### config.mk
export PLATFORM = sky130hd
export DESIGN_NAME = drc_top
export DESIGN_NICKNAME = d
export VERILOG_FILES = /design/src/rtl/drc_pkg.sv /design/src/rtl/drc_top.sv /design/src/rtl/drc_fifo.sv /design/src/rtl/drc_media.sv
export VERILOG_INCLUDE_DIRS = /design/src /design/src/rtl
export SDC_FILE = /design/constraint.sdc
export NUM_CORES = 1
export LEC_CHECK = 0
export ABC_AREA = 0
export ABC_CLOCK_PERIOD_IN_PS = 4300
export BUFFER_PORTS_ARGS = -buffer_cell sky130_fd_sc_hd__buf_2
export CAP_MARGIN = 20
export CORE_MARGIN = 2
export CORE_UTILIZATION = 50
export CTS_BUF_LIST = sky130_fd_sc_hd__clkbuf_4 sky130_fd_sc_hd__clkbuf_8
export CTS_CLUSTER_SIZE = 10
export DETAILED_ROUTE_END_ITERATION = 10
export GPL_ROUTABILITY_DRIVEN = 0
export PLACE_DENSITY_LB_ADDON = 0.25
export SLEW_MARGIN = 20
export SYNTH_ARGS = -nofsm -noshare
export SYNTH_HDL_FRONTEND = slang
export SYNTH_HIERARCHICAL = 1
export SYNTH_SLANG_ARGS = --single-unit
### constraint.sdc
create_clock -name clk -period 4.3 [get_ports clk]
set_input_delay 0.86 -clock clk [delete_from_list [all_inputs] [get_ports clk]]
set_output_delay 0.86 -clock clk [all_outputs]
set_load 0.05 [all_outputs]
### src/rtl/drc_defines.svh
// register map, field positions and constants for the disk read command executor
`ifndef DRC_DEFINES_SVH
`define DRC_DEFINES_SVH
`define DRC_OFF_DATA      8'h00
`define DRC_OFF_ERROR     8'h04
`define DRC_OFF_SECCNT    8'h08
`define DRC_OFF_SECNUM    8'h0C
`define DRC_OFF_CYLLO     8'h10
`define DRC_OFF_CYLHI     8'h14
`define DRC_OFF_DEVHEAD   8'h18
`define DRC_OFF_STATUS    8'h1C
`define DRC_OFF_CTRL      8'h20
`define DRC_OFF_MEDIA     8'h24
`define DRC_OP_NATIVE_MAX 8'h27
`define DRC_OP_READ_SEC   7'h10
`define DRC_SEC_WORDS     9'h100
`define DRC_ST_BUSY       7
`define DRC_ST_READY      6
`define DRC_ST_FAULT      5
`define DRC_ST_SEEK       4
`define DRC_ST_DREQ       3
`define DRC_ST_ERR        0
`define DRC_ER_UNC        6
`define DRC_ER_ABT        2
`define DRC_DH_LBA        6
`define DRC_CTRL_HOB      7
`define DRC_MEDIA_ERR     8
`define DRC_FIFO_DEPTH    8
`define DRC_WORD_W        16
// stand-in native max, every byte distinct
`define DRC_NATIVE_MAX    48'h6655_4433_2211
`endif

### src/rtl/drc_pkg.sv
// types shared by the disk read command executor
package drc_pkg;
  typedef enum logic [1:0] {
    DRC_IDLE = 2'b00,
    DRC_XFER = 2'b01,
    DRC_DONE = 2'b10
  } drc_state_t;

  typedef struct packed {
    logic [7:0] sec;
    logic [7:0] cyl_lo;
    logic [7:0] cyl_hi;
    logic [3:0] head;
  } drc_addr_t;
endpackage

### src/rtl/drc_top.sv
// disk read command executor: task-file registers, native max and sector read
// Functional notes
// - opcode 27h reports native maximum block address
// - sector number gives bits 7:0 or 31:24
// - cylinder registers give 15:8/39:32 and 23:16/47:40
// - opcodes 20h/21h read sectors, retry bit ignored
// - sector data moves as 16-bit data words
// - sector count zero means 256 sectors
// - CHS start from sector, cylinder, head
// - LBA start built from four registers
// - uncorrectable error stops at failing sector
// - sector count returns sectors not transferred
// - CHS mode returns last transferred location, or the failing one after an error
// - LBA mode returns current block address
`timescale 1ns/100ps
`include "drc_defines.svh"
module drc_top (
  input  wire logic        clk,
  input  wire logic        rst_b,
  input  wire logic        wb_cyc_i,
  input  wire logic        wb_stb_i,
  input  wire logic        wb_we_i,
  input  wire logic [7:0]  wb_adr_i,
  input  wire logic [3:0]  wb_sel_i,
  input  wire logic [31:0] wb_dat_i,
  output logic [31:0]      wb_dat_o,
  output logic             wb_ack_o
);
  // ==========================================================
  // state
  drc_pkg::drc_state_t st_q;
  drc_pkg::drc_addr_t  addr_q;
  logic [7:0]  seccnt_q;
  logic [7:0]  devhead_q;
  logic [7:0]  status_q;
  logic [7:0]  error_q;
  logic        hob_q;
  logic        nmax_q;
  logic [8:0]  left_q;
  logic [27:0] blk_q;
  logic [8:0]  words_q;
  logic        first_q;
  logic        err_en_q;
  logic [27:0] err_blk_q;
  logic [47:0] nmax_v;

  // ==========================================================
  // bus decode
  logic        acc;
  logic        wr;
  logic        rd;
  logic        wr_cmd;
  logic        rd_data;
  logic        lba;
  logic [27:0] start_blk;

  assign acc     = wb_cyc_i & wb_stb_i & ~wb_ack_o;
  assign wr      = acc & wb_we_i & wb_sel_i[0];
  assign rd      = acc & ~wb_we_i;
  assign wr_cmd  = wr && (wb_adr_i == `DRC_OFF_STATUS) && (st_q == drc_pkg::DRC_IDLE);
  assign rd_data = rd && (wb_adr_i == `DRC_OFF_DATA);
  assign lba     = devhead_q[`DRC_DH_LBA];
  assign nmax_v  = `DRC_NATIVE_MAX;

  // LBA and CHS share the packing; CHS counts within the same fields
  assign start_blk = {devhead_q[3:0], addr_q.cyl_hi, addr_q.cyl_lo, addr_q.sec};

  // ==========================================================
  // data path
  logic [15:0] m_data;
  logic        m_valid;
  logic        m_ready;
  logic        m_bad;
  logic [15:0] f_data;
  logic        f_valid;
  logic        f_pop;
  logic        flush;
  logic        sec_start;

  assign flush     = (st_q != drc_pkg::DRC_XFER);
  assign f_pop     = rd_data && f_valid;
  assign sec_start = (st_q == drc_pkg::DRC_XFER) && first_q;

  drc_media u_media (
    .clk        (clk),
    .rst_b      (rst_b),
    .start      (sec_start),
    .blk        (blk_q),
    .err_blk_en (err_en_q),
    .err_blk    (err_blk_q),
    .out_ready  (m_ready),
    .out_data   (m_data),
    .out_valid  (m_valid),
    .bad        (m_bad)
  );

  drc_fifo #(
    .WIDTH (`DRC_WORD_W),
    .DEPTH (`DRC_FIFO_DEPTH)
  ) u_fifo (
    .clk       (clk),
    .rst_b     (rst_b),
    .flush     (flush),
    .in_data   (m_data),
    .in_valid  (m_valid && !first_q),
    .in_ready  (m_ready),
    .out_data  (f_data),
    .out_valid (f_valid),
    .out_ready (f_pop)
  );

  // ==========================================================
  // command engine
  logic sec_done;
  assign sec_done = (st_q == drc_pkg::DRC_XFER) && !first_q && f_pop
                    && (words_q == `DRC_SEC_WORDS - 9'h001);

  always_ff @(posedge clk or negedge rst_b) begin
    if (!rst_b) begin
      st_q    <= drc_pkg::DRC_IDLE;
      status_q <= 8'h50;
      error_q <= 8'h00;
      nmax_q  <= 1'b0;
      left_q  <= 9'h000;
      blk_q   <= 28'h0000000;
      words_q <= 9'h000;
      first_q <= 1'b0;
    end else begin
      unique case (st_q)
        drc_pkg::DRC_IDLE: begin
          if (wr_cmd) begin
            error_q <= 8'h00;
            if (wb_dat_i[7:0] == `DRC_OP_NATIVE_MAX) begin
              nmax_q   <= 1'b1;
              status_q <= 8'h50;
            end else if (wb_dat_i[7:1] == `DRC_OP_READ_SEC) begin
              nmax_q   <= 1'b0;
              left_q   <= (seccnt_q == 8'h00) ? 9'h100 : {1'b0, seccnt_q};
              blk_q    <= start_blk;
              words_q  <= 9'h000;
              first_q  <= 1'b1;
              status_q <= 8'hD0;
              st_q     <= drc_pkg::DRC_XFER;
            end else begin
              status_q <= 8'h51;
              error_q  <= 8'h04;
            end
          end
        end
        drc_pkg::DRC_XFER: begin
          status_q[`DRC_ST_BUSY] <= 1'b0;
          status_q[`DRC_ST_DREQ] <= 1'b1;
          if (first_q) begin
            first_q <= 1'b0;
          end else if (m_bad && !f_valid) begin
            status_q <= 8'h51;
            error_q  <= 8'h40;
            st_q     <= drc_pkg::DRC_DONE;
          end else if (f_pop) begin
            words_q <= sec_done ? 9'h000 : words_q + 9'h001;
            if (sec_done) begin
              left_q <= left_q - 9'h001;
              if (left_q == 9'h001) begin
                status_q <= 8'h50;
                st_q     <= drc_pkg::DRC_DONE;
              end else begin
                blk_q   <= blk_q + 28'h0000001;
                first_q <= 1'b1;
              end
            end
          end
        end
        drc_pkg::DRC_DONE: begin
          st_q <= drc_pkg::DRC_IDLE;
        end
        default: begin
          st_q <= drc_pkg::DRC_IDLE;
        end
      endcase
    end
  end

  // ==========================================================
  // task-file registers
  always_ff @(posedge clk or negedge rst_b) begin
    if (!rst_b) begin
      addr_q    <= '0;
      seccnt_q  <= 8'h00;
      devhead_q <= 8'hA0;
      hob_q     <= 1'b0;
      err_en_q  <= 1'b0;
      err_blk_q <= 28'h0000000;
    end else if (st_q == drc_pkg::DRC_DONE) begin
      seccnt_q <= left_q[7:0];
      // last transferred address or failing one
      addr_q.sec    <= blk_q[7:0];
      addr_q.cyl_lo <= blk_q[15:8];
      addr_q.cyl_hi <= blk_q[23:16];
      devhead_q     <= {devhead_q[7:4], blk_q[27:24]};
    end else if (wr && st_q == drc_pkg::DRC_IDLE) begin
      unique case (wb_adr_i)
        `DRC_OFF_SECCNT:  seccnt_q      <= wb_dat_i[7:0];
        `DRC_OFF_SECNUM:  addr_q.sec    <= wb_dat_i[7:0];
        `DRC_OFF_CYLLO:   addr_q.cyl_lo <= wb_dat_i[7:0];
        `DRC_OFF_CYLHI:   addr_q.cyl_hi <= wb_dat_i[7:0];
        `DRC_OFF_DEVHEAD: devhead_q     <= wb_dat_i[7:0];
        `DRC_OFF_CTRL:    hob_q         <= wb_dat_i[`DRC_CTRL_HOB];
        `DRC_OFF_MEDIA: begin
          err_en_q  <= wb_dat_i[28];
          err_blk_q <= wb_dat_i[27:0];
        end
        default: begin
        end
      endcase
    end
  end

  // ==========================================================
  // read mux and ack
  logic [7:0] sn_v;
  logic [7:0] cl_v;
  logic [7:0] ch_v;
  always_comb begin
    sn_v = addr_q.sec;
    cl_v = addr_q.cyl_lo;
    ch_v = addr_q.cyl_hi;
    if (nmax_q) begin
      sn_v = hob_q ? nmax_v[31:24] : nmax_v[7:0];
      cl_v = hob_q ? nmax_v[39:32] : nmax_v[15:8];
      ch_v = hob_q ? nmax_v[47:40] : nmax_v[23:16];
    end
  end

  always_ff @(posedge clk or negedge rst_b) begin
    if (!rst_b) begin
      wb_ack_o <= 1'b0;
      wb_dat_o <= 32'h00000000;
    end else begin
      wb_ack_o <= acc;
      wb_dat_o <= 32'h00000000;
      if (rd) begin
        unique case (wb_adr_i)
          `DRC_OFF_DATA:    wb_dat_o <= {16'h0000, f_valid ? f_data : 16'h0000};
          `DRC_OFF_ERROR:   wb_dat_o <= {24'h000000, error_q};
          `DRC_OFF_SECCNT:  wb_dat_o <= {24'h000000, seccnt_q};
          `DRC_OFF_SECNUM:  wb_dat_o <= {24'h000000, sn_v};
          `DRC_OFF_CYLLO:   wb_dat_o <= {24'h000000, cl_v};
          `DRC_OFF_CYLHI:   wb_dat_o <= {24'h000000, ch_v};
          `DRC_OFF_DEVHEAD: wb_dat_o <= {24'h000000, devhead_q};
          `DRC_OFF_STATUS:  wb_dat_o <= {24'h000000, status_q};
          `DRC_OFF_CTRL:    wb_dat_o <= {24'h000000, hob_q, 7'h00};
          `DRC_OFF_MEDIA:   wb_dat_o <= {3'h0, err_en_q, err_blk_q};
          default:          wb_dat_o <= 32'h00000000;
        endcase
      end
    end
  end

  // ==========================================================
  // checks
  property p_ack_one;
    @(posedge clk) disable iff (!rst_b)
    wb_ack_o |=> !wb_ack_o;
  endproperty
  a_ack_one: assert property (p_ack_one) else $error("ack held two cycles");

  property p_nmax_lo;
    @(posedge clk) disable iff (!rst_b)
    (rd && wb_adr_i == `DRC_OFF_SECNUM && nmax_q && !hob_q) |=> wb_dat_o[7:0] == nmax_v[7:0];
  endproperty
  a_nmax_lo: assert property (p_nmax_lo) else $error("native max low byte wrong");

  property p_nmax_hi;
    @(posedge clk) disable iff (!rst_b)
    (rd && wb_adr_i == `DRC_OFF_CYLHI && nmax_q && hob_q) |=> wb_dat_o[7:0] == nmax_v[47:40];
  endproperty
  a_nmax_hi: assert property (p_nmax_hi) else $error("native max top byte wrong");

  property p_nmax_mid;
    @(posedge clk) disable iff (!rst_b)
    (rd && wb_adr_i == `DRC_OFF_CYLLO && nmax_q && !hob_q) |=> wb_dat_o[7:0] == nmax_v[15:8];
  endproperty
  a_nmax_mid: assert property (p_nmax_mid) else $error("native max byte one wrong");

  property p_nmax_ch_lo;
    @(posedge clk) disable iff (!rst_b)
    (rd && wb_adr_i == `DRC_OFF_CYLHI && nmax_q && !hob_q) |=> wb_dat_o[7:0] == nmax_v[23:16];
  endproperty
  a_nmax_ch_lo: assert property (p_nmax_ch_lo) else $error("native max byte two wrong");

  property p_nmax_sn_hi;
    @(posedge clk) disable iff (!rst_b)
    (rd && wb_adr_i == `DRC_OFF_SECNUM && nmax_q && hob_q) |=> wb_dat_o[7:0] == nmax_v[31:24];
  endproperty
  a_nmax_sn_hi: assert property (p_nmax_sn_hi) else $error("native max byte three wrong");

  property p_nmax_cl_hi;
    @(posedge clk) disable iff (!rst_b)
    (rd && wb_adr_i == `DRC_OFF_CYLLO && nmax_q && hob_q) |=> wb_dat_o[7:0] == nmax_v[39:32];
  endproperty
  a_nmax_cl_hi: assert property (p_nmax_cl_hi) else $error("native max byte four wrong");

  property p_ack_req;
    @(posedge clk) disable iff (!rst_b)
    acc |=> wb_ack_o;
  endproperty
  a_ack_req: assert property (p_ack_req) else $error("request not acknowledged");

  property p_read_go;
    @(posedge clk) disable iff (!rst_b)
    (wr_cmd && wb_dat_i[7:1] == `DRC_OP_READ_SEC)
      |=> st_q == drc_pkg::DRC_XFER && blk_q == $past(start_blk);
  endproperty
  a_read_go: assert property (p_read_go) else $error("read not started at address");

  property p_sec_next;
    @(posedge clk) disable iff (!rst_b)
    (sec_done && left_q != 9'h001) |=> first_q && blk_q == $past(blk_q) + 28'h0000001;
  endproperty
  a_sec_next: assert property (p_sec_next) else $error("next sector not consecutive");

  property p_zero_256;
    @(posedge clk) disable iff (!rst_b)
    (wr_cmd && wb_dat_i[7:1] == `DRC_OP_READ_SEC && seccnt_q == 8'h00) |=> left_q == 9'h100;
  endproperty
  a_zero_256: assert property (p_zero_256) else $error("count zero not 256");

  property p_bad_stop;
    @(posedge clk) disable iff (!rst_b)
    (st_q == drc_pkg::DRC_XFER && !first_q && m_bad && !f_valid)
      |=> st_q == drc_pkg::DRC_DONE && error_q[`DRC_ER_UNC];
  endproperty
  a_bad_stop: assert property (p_bad_stop) else $error("bad sector not stopping");

  property p_done_left;
    @(posedge clk) disable iff (!rst_b)
    (st_q == drc_pkg::DRC_DONE) |=> seccnt_q == $past(left_q[7:0]);
  endproperty
  a_done_left: assert property (p_done_left) else $error("remaining count wrong");

  property p_done_busy;
    @(posedge clk) disable iff (!rst_b)
    (st_q == drc_pkg::DRC_DONE) |-> !status_q[`DRC_ST_BUSY] && !status_q[`DRC_ST_FAULT];
  endproperty
  a_done_busy: assert property (p_done_busy) else $error("busy at completion");

  property p_abort;
    @(posedge clk) disable iff (!rst_b)
    (wr_cmd && wb_dat_i[7:0] != `DRC_OP_NATIVE_MAX && wb_dat_i[7:1] != `DRC_OP_READ_SEC)
      |=> error_q[`DRC_ER_ABT] && status_q[`DRC_ST_ERR];
  endproperty
  a_abort: assert property (p_abort) else $error("reject not aborted");

  property p_done_addr;
    @(posedge clk) disable iff (!rst_b)
    (st_q == drc_pkg::DRC_DONE) |=> addr_q.sec == $past(blk_q[7:0]);
  endproperty
  a_done_addr: assert property (p_done_addr) else $error("last address wrong");
endmodule

### src/rtl/drc_fifo.sv
// word fifo between media side and host data register
`timescale 1ns/100ps
module drc_fifo #(
  parameter int WIDTH = 16,
  parameter int DEPTH = 8
) (
  input  wire logic             clk,
  input  wire logic             rst_b,
  input  wire logic             flush,
  input  wire logic [WIDTH-1:0] in_data,
  input  wire logic             in_valid,
  output logic                  in_ready,
  output logic [WIDTH-1:0]      out_data,
  output logic                  out_valid,
  input  wire logic             out_ready
);
  localparam int AW = $clog2(DEPTH);
  logic [WIDTH-1:0] mem_q [DEPTH];
  logic [AW-1:0]    wr_q;
  logic [AW-1:0]    rd_q;
  logic [AW:0]      cnt_q;
  logic             push;
  logic             pop;

  assign in_ready  = (cnt_q != DEPTH[AW:0]);
  assign out_valid = (cnt_q != '0);
  assign out_data  = mem_q[rd_q];
  assign push      = in_valid & in_ready;
  assign pop       = out_valid & out_ready;

  always_ff @(posedge clk) begin
    if (push) begin
      mem_q[wr_q] <= in_data;
    end
  end

  always_ff @(posedge clk or negedge rst_b) begin
    if (!rst_b) begin
      wr_q  <= '0;
      rd_q  <= '0;
      cnt_q <= '0;
    end else if (flush) begin
      wr_q  <= '0;
      rd_q  <= '0;
      cnt_q <= '0;
    end else begin
      if (push) begin
        wr_q <= wr_q + 1'b1;
      end
      if (pop) begin
        rd_q <= rd_q + 1'b1;
      end
      cnt_q <= cnt_q + {{AW{1'b0}}, push} - {{AW{1'b0}}, pop};
    end
  end
endmodule

### src/rtl/drc_media.sv
// stand-in media source: yields sector words derived from block address
`timescale 1ns/100ps
`include "drc_defines.svh"
module drc_media (
  input  wire logic        clk,
  input  wire logic        rst_b,
  input  wire logic        start,
  input  wire logic [27:0] blk,
  input  wire logic        err_blk_en,
  input  wire logic [27:0] err_blk,
  input  wire logic        out_ready,
  output logic [15:0]      out_data,
  output logic             out_valid,
  output logic             bad
);
  logic [8:0] idx_q;

  assign bad       = err_blk_en && (blk == err_blk);
  assign out_valid = (idx_q != `DRC_SEC_WORDS) && !bad;
  assign out_data  = blk[15:0] ^ {7'h00, idx_q};

  always_ff @(posedge clk or negedge rst_b) begin
    if (!rst_b) begin
      idx_q <= `DRC_SEC_WORDS;
    end else if (start) begin
      idx_q <= 9'h000;
    end else if (out_valid && out_ready) begin
      idx_q <= idx_q + 9'h001;
    end
  end
endmodule

==> results of run 1 <==
-- final timing paths --
kind	slack (ns)	to	from
setup / recovery	0.68	u_fifo/cnt_q[1]$_DFF_PN0_	blk_q[3]$_DFFE_PN0P_
hold / removal	0.37	left_q[0]$_DFFE_PN0P_	rst_b
setup reg to reg	0.68	u_fifo/cnt_q[1]$_DFF_PN0_	blk_q[3]$_DFFE_PN0P_
hold reg to reg	0.50	devhead_q[6]$_DFFE_PN0P_	devhead_q[6]$_DFFE_PN0P_
max in group asynchronous	2.99	wb_dat_o[18]$_DFF_PN0_	rst_b
min in group clk	0.49	err_blk_q[13]$_DFFE_PN0P_	wb_dat_i[13]
-- per-layer routing --
metal	track usage, %	part of all wire [%]	vias to the layer above
li1	-	-	4724
met1	35.7	44	5186
met2	38.1	45	419
met3	5.48	7.5	74
met4	9.02	3.1	2
met5	0	0.029	-
-- placed cells by master (no fill, tap or decap), types with 27 or more instances in the layout --
cell type | Yosys | routed
and3_1 | 32 | 32
nand4_1 | 27 | 27
a21oi_1 | 56 | 56
edfxtp_1 | 128 | 128
nor2_1 | 53 | 53
nand3_1 | 35 | 35
buf_2 | 5 | 71
o21ai_0 | 78 | 78
dfrtp_1 | 171 | 170
xnor2_1 | 30 | 30
clkbuf_8 | 0 | 56
mux2_2 | 49 | 49
buf_4 | 13 | 28
mux2i_1 | 36 | 36
nand2_1 | 93 | 93
-- power by group through the flow --
| stage | logic [mW] | clock network (mW) | registers, mW |
|---|---|---|---|
| after detailed placement | 0.150 | 0 | 3.09 |
| after floorplan | 0.0584 | 0 | 3.09 |
| after CTS | 0.150 | 2.60 | 3.03 |
| after global placement | 0.148 | 0 | 3.09 |
| final | 0.150 | 2.56 | 3.03 |
| after global routing | 0.163 | 2.73 | 3.03 |
-- stage by stage --
stage               utilization, %  setup WS (ns)  std cells  instance area [sq um]  power (mW)
detailed placement            53.5          0.869       1610                  15400        3.24
floorplan                        -          0.531       1213                  14800        3.15
global placement              53.5          0.947       1610                  15400        3.24
global route                  57.0          0.520       1701                  16500        5.92
CTS                           57.0          0.824       1701                  16500        5.78
finish                        57.0          0.677       1701                  16500        5.74
-- kinds of logic after synthesis --
kind of cell    share of synthesized area (%)
simple gates                             12.3
flops                                    55.7
compound gates                           12.5
mux                                      12.1
buf+inv                                  3.69
xor+xnor                                 2.31
fa+ha+maj                                1.32
other cells                            0.0254
-- state kept, by name, summed over array words and instances, names as in the netlist, 2 cells and up --
signal / count
st_q: 2
u_fifo/mem_q: 128
status_q: 4
seccnt_q: 8
left_q: 9
words_q: 9
blk_q: 28
devhead_q: 8
err_blk_q: 28
u_media/idx_q: 9
addr_q: 24
error_q: 2
u_fifo/cnt_q: 4
u_fifo/wr_q: 3
wb_dat_o: 29
u_fifo/rd_q: 3
-- critical path, cell delays in order, from the launching register on --
cell     delay, ns
dfrtp_1       0.55
xnor2_1       0.46
nand4_1       0.17
nor4_2        0.65
and2_1        0.24
nor2_1        0.05
nor2b_1       0.20
nand2_1       0.10
ha_1          0.23
inv_1         0.06
ha_1          0.19
fa_1          0.43
nor2b_1       0.14
-- cell type report --
type | count | area, sq um
fill | 2472 | 12400
clock buffer | 77 | 928
inverter | 22 | 82.6
timing repair buffer | 101 | 597
clock inverter | 14 | 85.1
sequential | 303 | 8230
tap | 384 | 480
multi-input combinational | 800 | 6050
==> summary.txt, run 1 <==
Die
  • # rows: 62
  • Core area: slightly below 0.03 sq mm
  • Die Y: between 150 and 200 um
  • Die W: around 180 um
  • Starting Density: about half
  • Full die area: roughly 0.03 sq mm
  • IO Pins: 82

STA
  • Final Cycle Share: a little over four fifths
  • Worst Tran Pin Value: 0.996 ns
  • Final setup fails: 0
  • Tmin final: 3.62 ns
  • Final hold slack: 0.372 ns
  • Setup TNS: 0 ns
  • RSZ-0062 raised after global routing: false
  • Fin Clk Skew: 0.0316 ns
  • Final Hold Fails: 0
  • Fmax: approximately 280 MHz
  • Slew Limit Fails: 0
  • Worst slew margin: 33.0%

CTS
  • Hold Buf Count CTS: 0
  • CTS tree: done
  • Clock sinks: 303
  • Post CTS Setup Buffer Count: 0
  • CTS H-tree depth: 2
  • Clk Latency, worst-skew pair: around 0.60 ns
  • CTS Root Cell: clkbuf_8
  • Clk slew on worst S/H paths: 0.07 ns
  • CTS Buf Count: 49
  • Clock buffer depth: 3
  • Post-CTS sizing: 0

Synthesis
  • Syn. warnings: 6
  • Sequential element share of the synthesized area: approximately 56%
  • Syn Inst Count: about 1200
  • Ys flop type: dfrtp_1
  • Post-synth cell types: 82
  • List of most frequent post-synthesis cells: dfrtp_1 (171), edfxtp_1 (128), nand2_1 (93)
  • Area leader, netlist: dfrtp_1
  • Cell Area, Synth: ~0.015 sq mm
  • Post-synth EDFFs: ~130
  • Most frequent cell after synthesis: dfrtp_1
  • Syn avg cell area: roughly 12 sq um
  • Post-synth top area share: approximately 29%
  • Yosys reg bits: approximately 300
  • Post-synth ARST share: around 58%
  • Area contributors post-synth: dfrtp_1 (29%), edfxtp_1 (26%), mux4_1 (4.3%)

Pwr
  • Power Dens Cells: 349 mW/mm^2
  • P_sw: between 1 and 1.5 mW
  • Combinational Power Share: approximately 2.6%
  • VDD IR max: between 150 and 200 uV
  • Pint: about 4.5 mW
  • Leakage: 6.64 nW
  • Clock share of power: approximately 45%
  • Sequential Power Share: approximately 53%
  • Sw Ratio: between 20% and 30%

Setup path
  • Crit-path max FO: 11
  • Crit. End Element: flop
  • Startpoint Class: flop
  • WP data required: roughly 4.7 ns
  • R2R cell count: 12
  • Crit path DAT: between 4 and 5 ns
  • CP Class: flop to flop

Global routing
  • Total grt overflow: 0
  • Initial antenna violation count: 2
  • Gr usage total: 25.1%
  • Vias in the first global route: between 10000 and 15000
  • Pin count of the biggest net entering global routing: 96
  • First-pass GRT wire length: around 60 mm

Cells and area
  • Nets@finish: between 1000 and 1500
  • Area grow syn2layout: 11.4%
  • Fraction of layout cells with a size suffix above 1: 21.7%
  • # diodes: 0

Drt
  • Routed length per placed instance: around 22 um
  • First-pass DRT Iterations: 5
  • Number of remaining DRC errors: 0
  • Starting DRT DRC Count: between 900 and 1000
  • Post-route ant nets: 0
  • Final wirelength: between 30 and 40 mm
  • Routed vias: around 10000
  • Vias per std cell: between 6 and 7

Run status
  • Status: finished clean

Placement
  • PortBufs: a little over 70
  • DP Wirelength: around 25 mm

Flow run
  • Maxcap violations: 0

Worst hold path
  • HP Class: input pin to asynchronous set/reset pin
Note: power is estimated with default switching activity, not from simulation.
==> run 2: changes to the inputs <==
ABC_CLOCK_PERIOD_IN_PS = 3420   (was 4300)
clock period = 3.42 ns   (was 4.3 ns; I/O delays follow)
==> run 2 against run 1 <==
Compared with the run above: via count is 2.2% higher; first-iteration DRC count up 7.0%; hold slack got worse by 0.23 ns; global-route usage is 0.53 points higher; clock skew is 0.015 ns lower; combinational power rose by 31%; clock power increased by 32%; fmax up 12%; largest cell class unchanged.
==> summary.txt, run 2 (same netlist as run 1, synthesis figures left out) <==
Drt
  • First-pass DRT Iterations: 5 (unchanged)
  • Final wirelength: 38.7 mm (was 38.0 mm)
  • Starting DRT DRC Count: 1050 (was 981)
  • Post-route ant nets: 0 (unchanged)
  • Number of remaining DRC errors: 0 (unchanged)
  • Routed length per placed instance: 22.2 um (was 22.4 um)
  • Vias per std cell: 6.10 (was 6.12)
  • Routed vias: 10600 (was 10400)

STA
  • Fin worst setup slack: 0.171 ns (was 0.677 ns)
  • Final Cycle Share: 95.0% (was 84.3%)
  • Worst slew margin: 34.6% (was 33.0%)
  • Slew Limit Fails: 0 (unchanged)
  • RSZ-0062 raised after global routing: false (unchanged)
  • Fmax: 308 MHz (was 276 MHz)
  • Final Hold Fails: 0 (unchanged)
  • Fin Clk Skew: 0.0167 ns (was 0.0316 ns)
  • Setup TNS: 0 ns (unchanged)
  • Tmin final: 3.25 ns (was 3.62 ns)
  • Worst Tran Pin Value: 0.982 ns (was 0.996 ns)
  • Final setup fails: 0 (unchanged)

Setup path
  • Crit. End Element: flop (unchanged)
  • R2R cell count: 11 (was 12)
  • Crit path DAT: 3.52 ns (was 4.06 ns)
  • Startpoint Class: flop (unchanged)
  • CP Class: flop to flop (unchanged)
  • Crit-path max FO: 9 (was 11)
  • WP data required: 3.69 ns (was 4.74 ns)

Global routing
  • Vias in the first global route: 10600 (was 10300)
  • Total grt overflow: 0 (unchanged)
  • Pin count of the biggest net entering global routing: 72 (was 96)
  • Initial antenna violation count: 1 (was 2)
  • First-pass GRT wire length: 60.9 mm (was 59.6 mm)
  • Gr usage total: 25.6% (was 25.1%)

Flow run
  • Maxcap violations: 0 (unchanged)

CTS
  • CTS Buf Count: 50 (was 49)
  • CTS Root Cell: clkbuf_8 (unchanged)
  • Hold Buf Count CTS: 0 (unchanged)
  • Post CTS Setup Buffer Count: 0 (unchanged)
  • CTS tree: done (unchanged)
  • Clk slew on worst S/H paths: 0.06 ns (was 0.07 ns)
  • CTS H-tree depth: 2 (unchanged)
  • Clk Latency, worst-skew pair: 0.58 ns (was 0.60 ns)
  • Clock sinks: 303 (unchanged)
  • Post-CTS sizing: 0 (unchanged)
  • Clock buffer depth: 3 (unchanged)

Placement
  • DP Area: 0.0158 sq mm (was 0.0154 sq mm)
  • DP Wirelength: 26.7 mm (was 25.1 mm)
  • PortBufs: 72 (unchanged)
  • Post-Place Worst Slack: 0.254 ns (was 0.869 ns)

Die
  • Core area: 0.0289 sq mm (unchanged)
  • Starting Density: 51.2% (unchanged)
  • # rows: 62 (unchanged)
  • Die W: 176 um (unchanged)
  • IO Pins: 82 (unchanged)
  • Full die area: 0.0309 sq mm (unchanged)
  • Die Y: 176 um (unchanged)

Pwr
  • Sequential Power Share: 51.7% (was 52.9%)
  • Power Dens Cells: 438 mW/mm^2 (was 349 mW/mm^2)
  • Sw Ratio: 21.8% (was 22.4%)
  • P_sw: 1.61 mW (was 1.29 mW)
  • Clock share of power: 45.7% (was 44.5%)
  • Leakage: 6.89 nW (was 6.64 nW)
  • Pint: 5.78 mW (was 4.45 mW)
  • VDD IR max: 229 uV (was 194 uV)
  • Combinational Power Share: 2.7% (was 2.6%)

Cells and area
  • Most common library cell in the layout ignoring fill and taps: dfrtp_1 (unchanged)
  • Area grow syn2layout: 14.2% (was 11.4%)
  • Max FFs per register: 128 (unchanged)
  • Area of the multi-input gates: 0.00606 sq mm (was 0.00605 sq mm)
  • Largest regs: u_fifo/mem_q (128), wb_dat_o (29) (unchanged)
  • Reg area: 0.00823 sq mm (unchanged)
  • Nets@finish: 1383 (was 1341)
  • Commonest cells after routing, fill and taps aside: dfrtp_1 (170), edfxtp_1 (128), nand2_1 (93), o21ai_0 (78), buf_2 (71) (unchanged)
  • Fraction of layout cells with a size suffix above 1: 24.1% (was 21.7%)
  • # diodes: 0 (unchanged)
  • Design Area, Final: 0.0169 sq mm (was 0.0165 sq mm)
  • # fillers: 2335 (was 2472)
  • Top reg by flops: u_fifo/mem_q (unchanged)

Run status
  • Status: finished clean (unchanged)

Worst hold path
  • HP Class: input pin to asynchronous set/reset pin (unchanged)
[run 2: cell types whose count changed in the layout (fill, tap and decap cells not counted), moves of 2 or more]
cell and change:
clkbuf_8 +6, clkbuf_4 -10, buf_4 +39, buf_12 +2, bufinv_16 +2, inv_8 -3
clkinvlp_4 +2, clkinv_2 +2
[run 2: worst paths after layout]
path / startpoint / to / slack [ns]
max: err_blk_q[2]$_DFFE_PN0P_ / u_fifo/mem_q[1][10]$_DFFE_PP_ / 0.17
min: rst_b / left_q[2]$_DFFE_PN0P_ / 0.14
max reg2reg: err_blk_q[2]$_DFFE_PN0P_ / u_fifo/mem_q[1][10]$_DFFE_PP_ / 0.17
min reg2reg: devhead_q[6]$_DFFE_PN0P_ / devhead_q[6]$_DFFE_PN0P_ / 0.49
max in group asynchronous: rst_b / err_blk_q[16]$_DFFE_PN0P_ / 2.42
min in group clk: wb_dat_i[20] / err_blk_q[20]$_DFFE_PN0P_ / 0.34
[run 2: metal layers]
metal  part of all wire, %  wire length, um  track usage [%]  vias to the layer above
met3                   7.1             2740             4.33                       77
met1                    44            16900             36.5                     5309
li1                      -                -                -                     4814
met5                     0                0                0                        -
met4                   2.9             1140             8.75                        0
met2                    46            17900             40.0                      429
[run 2: power groups by stage]
| stage | clock network [mW] | registers (mW) | logic [mW] |
|---|---|---|---|
| after floorplan | 0 | 3.88 | 0.0736 |
| after global placement | 0 | 3.88 | 0.194 |
| after detailed placement | 0 | 3.88 | 0.197 |
| after CTS | 3.42 | 3.82 | 0.198 |
| after global routing | 3.59 | 3.82 | 0.215 |
| final | 3.37 | 3.82 | 0.197 |
[run 2: critical path, cell delays in order (launching register included)]
cell and delay [ns]:
dfrtp_1 0.43, xnor2_1 0.22, nand4_1 0.14, nor4_2 0.06, buf_4 0.16, and2_1 0.15, nor2_1 0.09, nor2b_1 0.30
buf_4 0.19, nand3_1 0.14, nor3_2 0.71, buf_4 0.35
[run 2: layout make-up]
| cell class | count | area share, % |
|---|---|---|
| Sequential cell | 303 | 48.8 |
| Multi-Input combinational cell | 800 | 35.9 |
| Inverter | 22 | 0.490 |
| Tap cell | 384 | 2.85 |
| Timing Repair Buffer | 142 | 5.51 |
| Clock inverter | 19 | 0.883 |
| Clock buffer | 73 | 5.55 |
[run 2: per-stage QoR]
stage	std cells	hold WS, ns	power (mW)	util (%)
floorplan	1213	0.388	3.95	-
global placement	1651	0.471	4.08	54.7
detailed placement	1651	0.477	4.08	54.7
CTS	1743	0.158	7.43	58.4
global route	1743	0.180	7.62	58.4
finish	1743	0.139	7.39	58.4
==> run 3: changes to the inputs <==
CTS_CLUSTER_SIZE = 25   (was 10)
PLACE_DENSITY = 0.67   (was unset)
PLACE_DENSITY_LB_ADDON = unset   (was 0.25)
==> run 3 against run 2 <==
Compared with the run above: final cell count shrank 0.29%; combinational power is essentially flat; global-route usage shrank 0.66 points; final area is essentially flat; highest routed layer is now met5; count of clock-buffer cells in the layout shrank 1; non-clock buffer count shrank 10; via count is essentially flat; clock power grew 5%; die area is the same.
==> summary.txt, run 3 (same netlist as run 1, synthesis figures left out) <==
CTS
  • CTS Buf Count: 52 (was 50)
  • CTS Root Cell: clkbuf_8 (unchanged)
  • Clk Latency, worst-skew pair: 0.59 ns (was 0.58 ns)
  • CTS tree: done (unchanged)
  • Clock sinks: 303 (unchanged)
  • CTS H-tree depth: 2 (unchanged)
  • Clock buffer depth: 3 (unchanged)
  • Post CTS Setup Buffer Count: 0 (unchanged)
  • Post-CTS sizing: 0 (unchanged)
  • Hold Buf Count CTS: 0 (unchanged)
  • Clk slew on worst S/H paths: 0.06 ns (about the same)

Global routing
  • First-pass GRT wire length: 59.5 mm (was 60.9 mm)
  • Total grt overflow: 0 (unchanged)
  • Met2 Use GR: 39.3% (was 40.0%)
  • GRT busiest layer: met2 (unchanged)
  • M3 GR Usage: 5.04% (was 4.33%)
  • Pin count of the biggest net entering global routing: 80 (was 72)
  • Initial antenna violation count: 1 (unchanged)
  • Met1 track demand over resource: 35.1% (was 36.5%)
  • Vias in the first global route: 10400 (was 10600)
  • Gr usage total: 24.9% (was 25.6%)

Cells and area
  • Most common library cell in the layout ignoring fill and taps: dfrtp_1 (unchanged)
  • Nets@finish: 1375 (was 1383)
  • # diodes: 0 (unchanged)
  • Largest regs: u_fifo/mem_q (128), wb_dat_o (29) (unchanged)
  • # fillers: 2364 (was 2335)
  • Commonest cells after routing, fill and taps aside: dfrtp_1 (170), edfxtp_1 (128), nand2_1 (93), o21ai_0 (78), buf_2 (71) (unchanged)
  • Area of the multi-input gates: 0.00606 sq mm (unchanged)
  • Max FFs per register: 128 (unchanged)
  • Fraction of layout cells with a size suffix above 1: 23.6% (was 24.1%)
  • Top reg by flops: u_fifo/mem_q (unchanged)
  • Reg area: 0.00823 sq mm (unchanged)
  • Area grow syn2layout: 14.2% (about the same)

Placement
  • PortBufs: 72 (unchanged)
  • DP Wirelength: 25.9 mm (was 26.7 mm)

Setup path
  • Startpoint Class: flop (unchanged)
  • Crit-path max FO: 2 (was 9)
  • Cell family with most CP delay: simple AND/OR/NAND/NOR gates (unchanged)
  • Slowest cell on crit path: xnor2_1 (was nor3_2)
  • CP Depth: 13 (was 11)
  • Worst path bufs/invs: 2 (was 3)
  • Crit path from: blk_q[5]$_DFFE_PN0P_ (was err_blk_q[2]$_DFFE_PN0P_)
  • Slowest cell delay on critical path: 0.42 ns (was 0.71 ns)
  • Worst path cell trace: xnor2_1, nand4_1, nor4_2, buf_4, and2_1, nor2_1, nor2b_1, nand2_1, ha_1, inv_1, ha_1, fa_1, nor2b_1 (was xnor2_1, nand4_1, nor4_2, buf_4, and2_1, nor2_1, nor2b_1, buf_4, nand3_1, nor3_2, buf_4)
  • Crit path DAT: 3.62 ns (was 3.52 ns)
  • R2R cell count: 13 (was 11)
  • WP data required: 3.86 ns (was 3.69 ns)
  • Launch point of the worst reg-to-reg path: blk_q[5]$_DFFE_PN0P_ (was err_blk_q[2]$_DFFE_PN0P_)
  • CP Class: flop to flop (unchanged)
  • Crit. End Element: flop (unchanged)

STA
  • Tmin final: 3.19 ns (was 3.25 ns)
  • Final Hold Fails: 0 (unchanged)
  • Slew Limit Fails: 0 (unchanged)
  • Worst Tran Pin Value: 1.02 ns (was 0.982 ns)
  • RSZ-0062 raised after global routing: false (unchanged)
  • Final Cycle Share: 93.2% (was 95.0%)
  • Fin Clk Skew: 0.0318 ns (was 0.0167 ns)
  • Final setup fails: 0 (unchanged)
  • Worst slew margin: 31.7% (was 34.6%)
  • Fmax: 314 MHz (was 308 MHz)
  • Setup TNS: 0 ns (unchanged)

Drt
  • Number of remaining DRC errors: 0 (unchanged)
  • First-pass DRT Iterations: 5 (unchanged)
  • Vias per std cell: 6.11 (was 6.10)
  • Routed vias: 10600 (about the same)
  • Starting DRT DRC Count: 1094 (was 1050)
  • Post-route ant nets: 0 (unchanged)
  • Final wirelength: 38.2 mm (was 38.7 mm)
  • Routed length per placed instance: 22.0 um (was 22.2 um)

Pwr
  • Total power draw: 7.56 mW (was 7.39 mW)
  • Power Dens Cells: 448 mW/mm^2 (was 438 mW/mm^2)
  • Leakage: 6.87 nW (was 6.89 nW)
  • VDD IR max: 216 uV (was 229 uV)

Worst hold path
  • HP Class: input pin to asynchronous set/reset pin (unchanged)

Die
  • IO Pins: 82 (unchanged)
  • Die W: 176 um (unchanged)
  • Die Y: 176 um (unchanged)
  • Starting Density: 51.2% (unchanged)
  • Core area: 0.0289 sq mm (unchanged)
  • # rows: 62 (unchanged)
  • Full die area: 0.0309 sq mm (unchanged)

Run status
  • Status: finished clean (unchanged)

Flow run
  • Maxcap violations: 0 (unchanged)
[run 3: changes by cell type in the layout (fill, tap and decap cells not counted)]
cell and change:
bufinv_16 +2, clkbuf_8 -1, buf_4 -10, clkinvlp_4 -2, inv_6 +2, clkinv_1 +3, clkinv_4 +1
[run 3: final cells by class]
type | count | share of cell area, %
Clock buffer | 72 | 5.47
Clock inverter | 25 | 1.37
Inverter | 22 | 0.490
Multi-Input combinational cell | 800 | 35.9
Sequential cell | 303 | 48.8
Tap cell | 384 | 2.85
Timing Repair Buffer | 132 | 5.07
[run 3: stage by stage]
stage	hold WS [ns]	setup slack, ns	std cells	utilization, %	cell area [sq um]
detailed placement	0.487	0.312	1641	54.4	15700
floorplan	0.388	0.00976	1213	-	14800
finish	0.148	0.232	1738	58.4	16900
global route	0.194	0.126	1738	58.4	16900
CTS	0.176	0.308	1738	58.4	16900
global placement	0.475	0.313	1641	54.4	15700
[run 3: power breakdown]
| part | internal [mW] | switching [mW] |
|---|---|---|
| combinational | 0.0633 | 0.131 |
| sequential | 3.80 | 0.0179 |
| clock | 2.06 | 1.49 |
[run 3: path summary, 6_finish.rpt]
check / endpoint / slack [ns]
max: u_fifo/cnt_q[1]$_DFF_PN0_ / 0.23
min: left_q[4]$_DFFE_PN0P_ / 0.15
max reg2reg: u_fifo/cnt_q[1]$_DFF_PN0_ / 0.23
min reg2reg: devhead_q[6]$_DFFE_PN0P_ / 0.50
max in group asynchronous: u_media/idx_q[8]$_DFFE_PN1P_ / 2.48
min in group clk: err_blk_q[26]$_DFFE_PN0P_ / 0.34
[run 3: routing by layer]
layer	share of wire (%)	up-vias
met1	44	5303
met2	46	440
met4	2.4	2
met5	0.018	-
li1	-	4795
met3	7.4	84
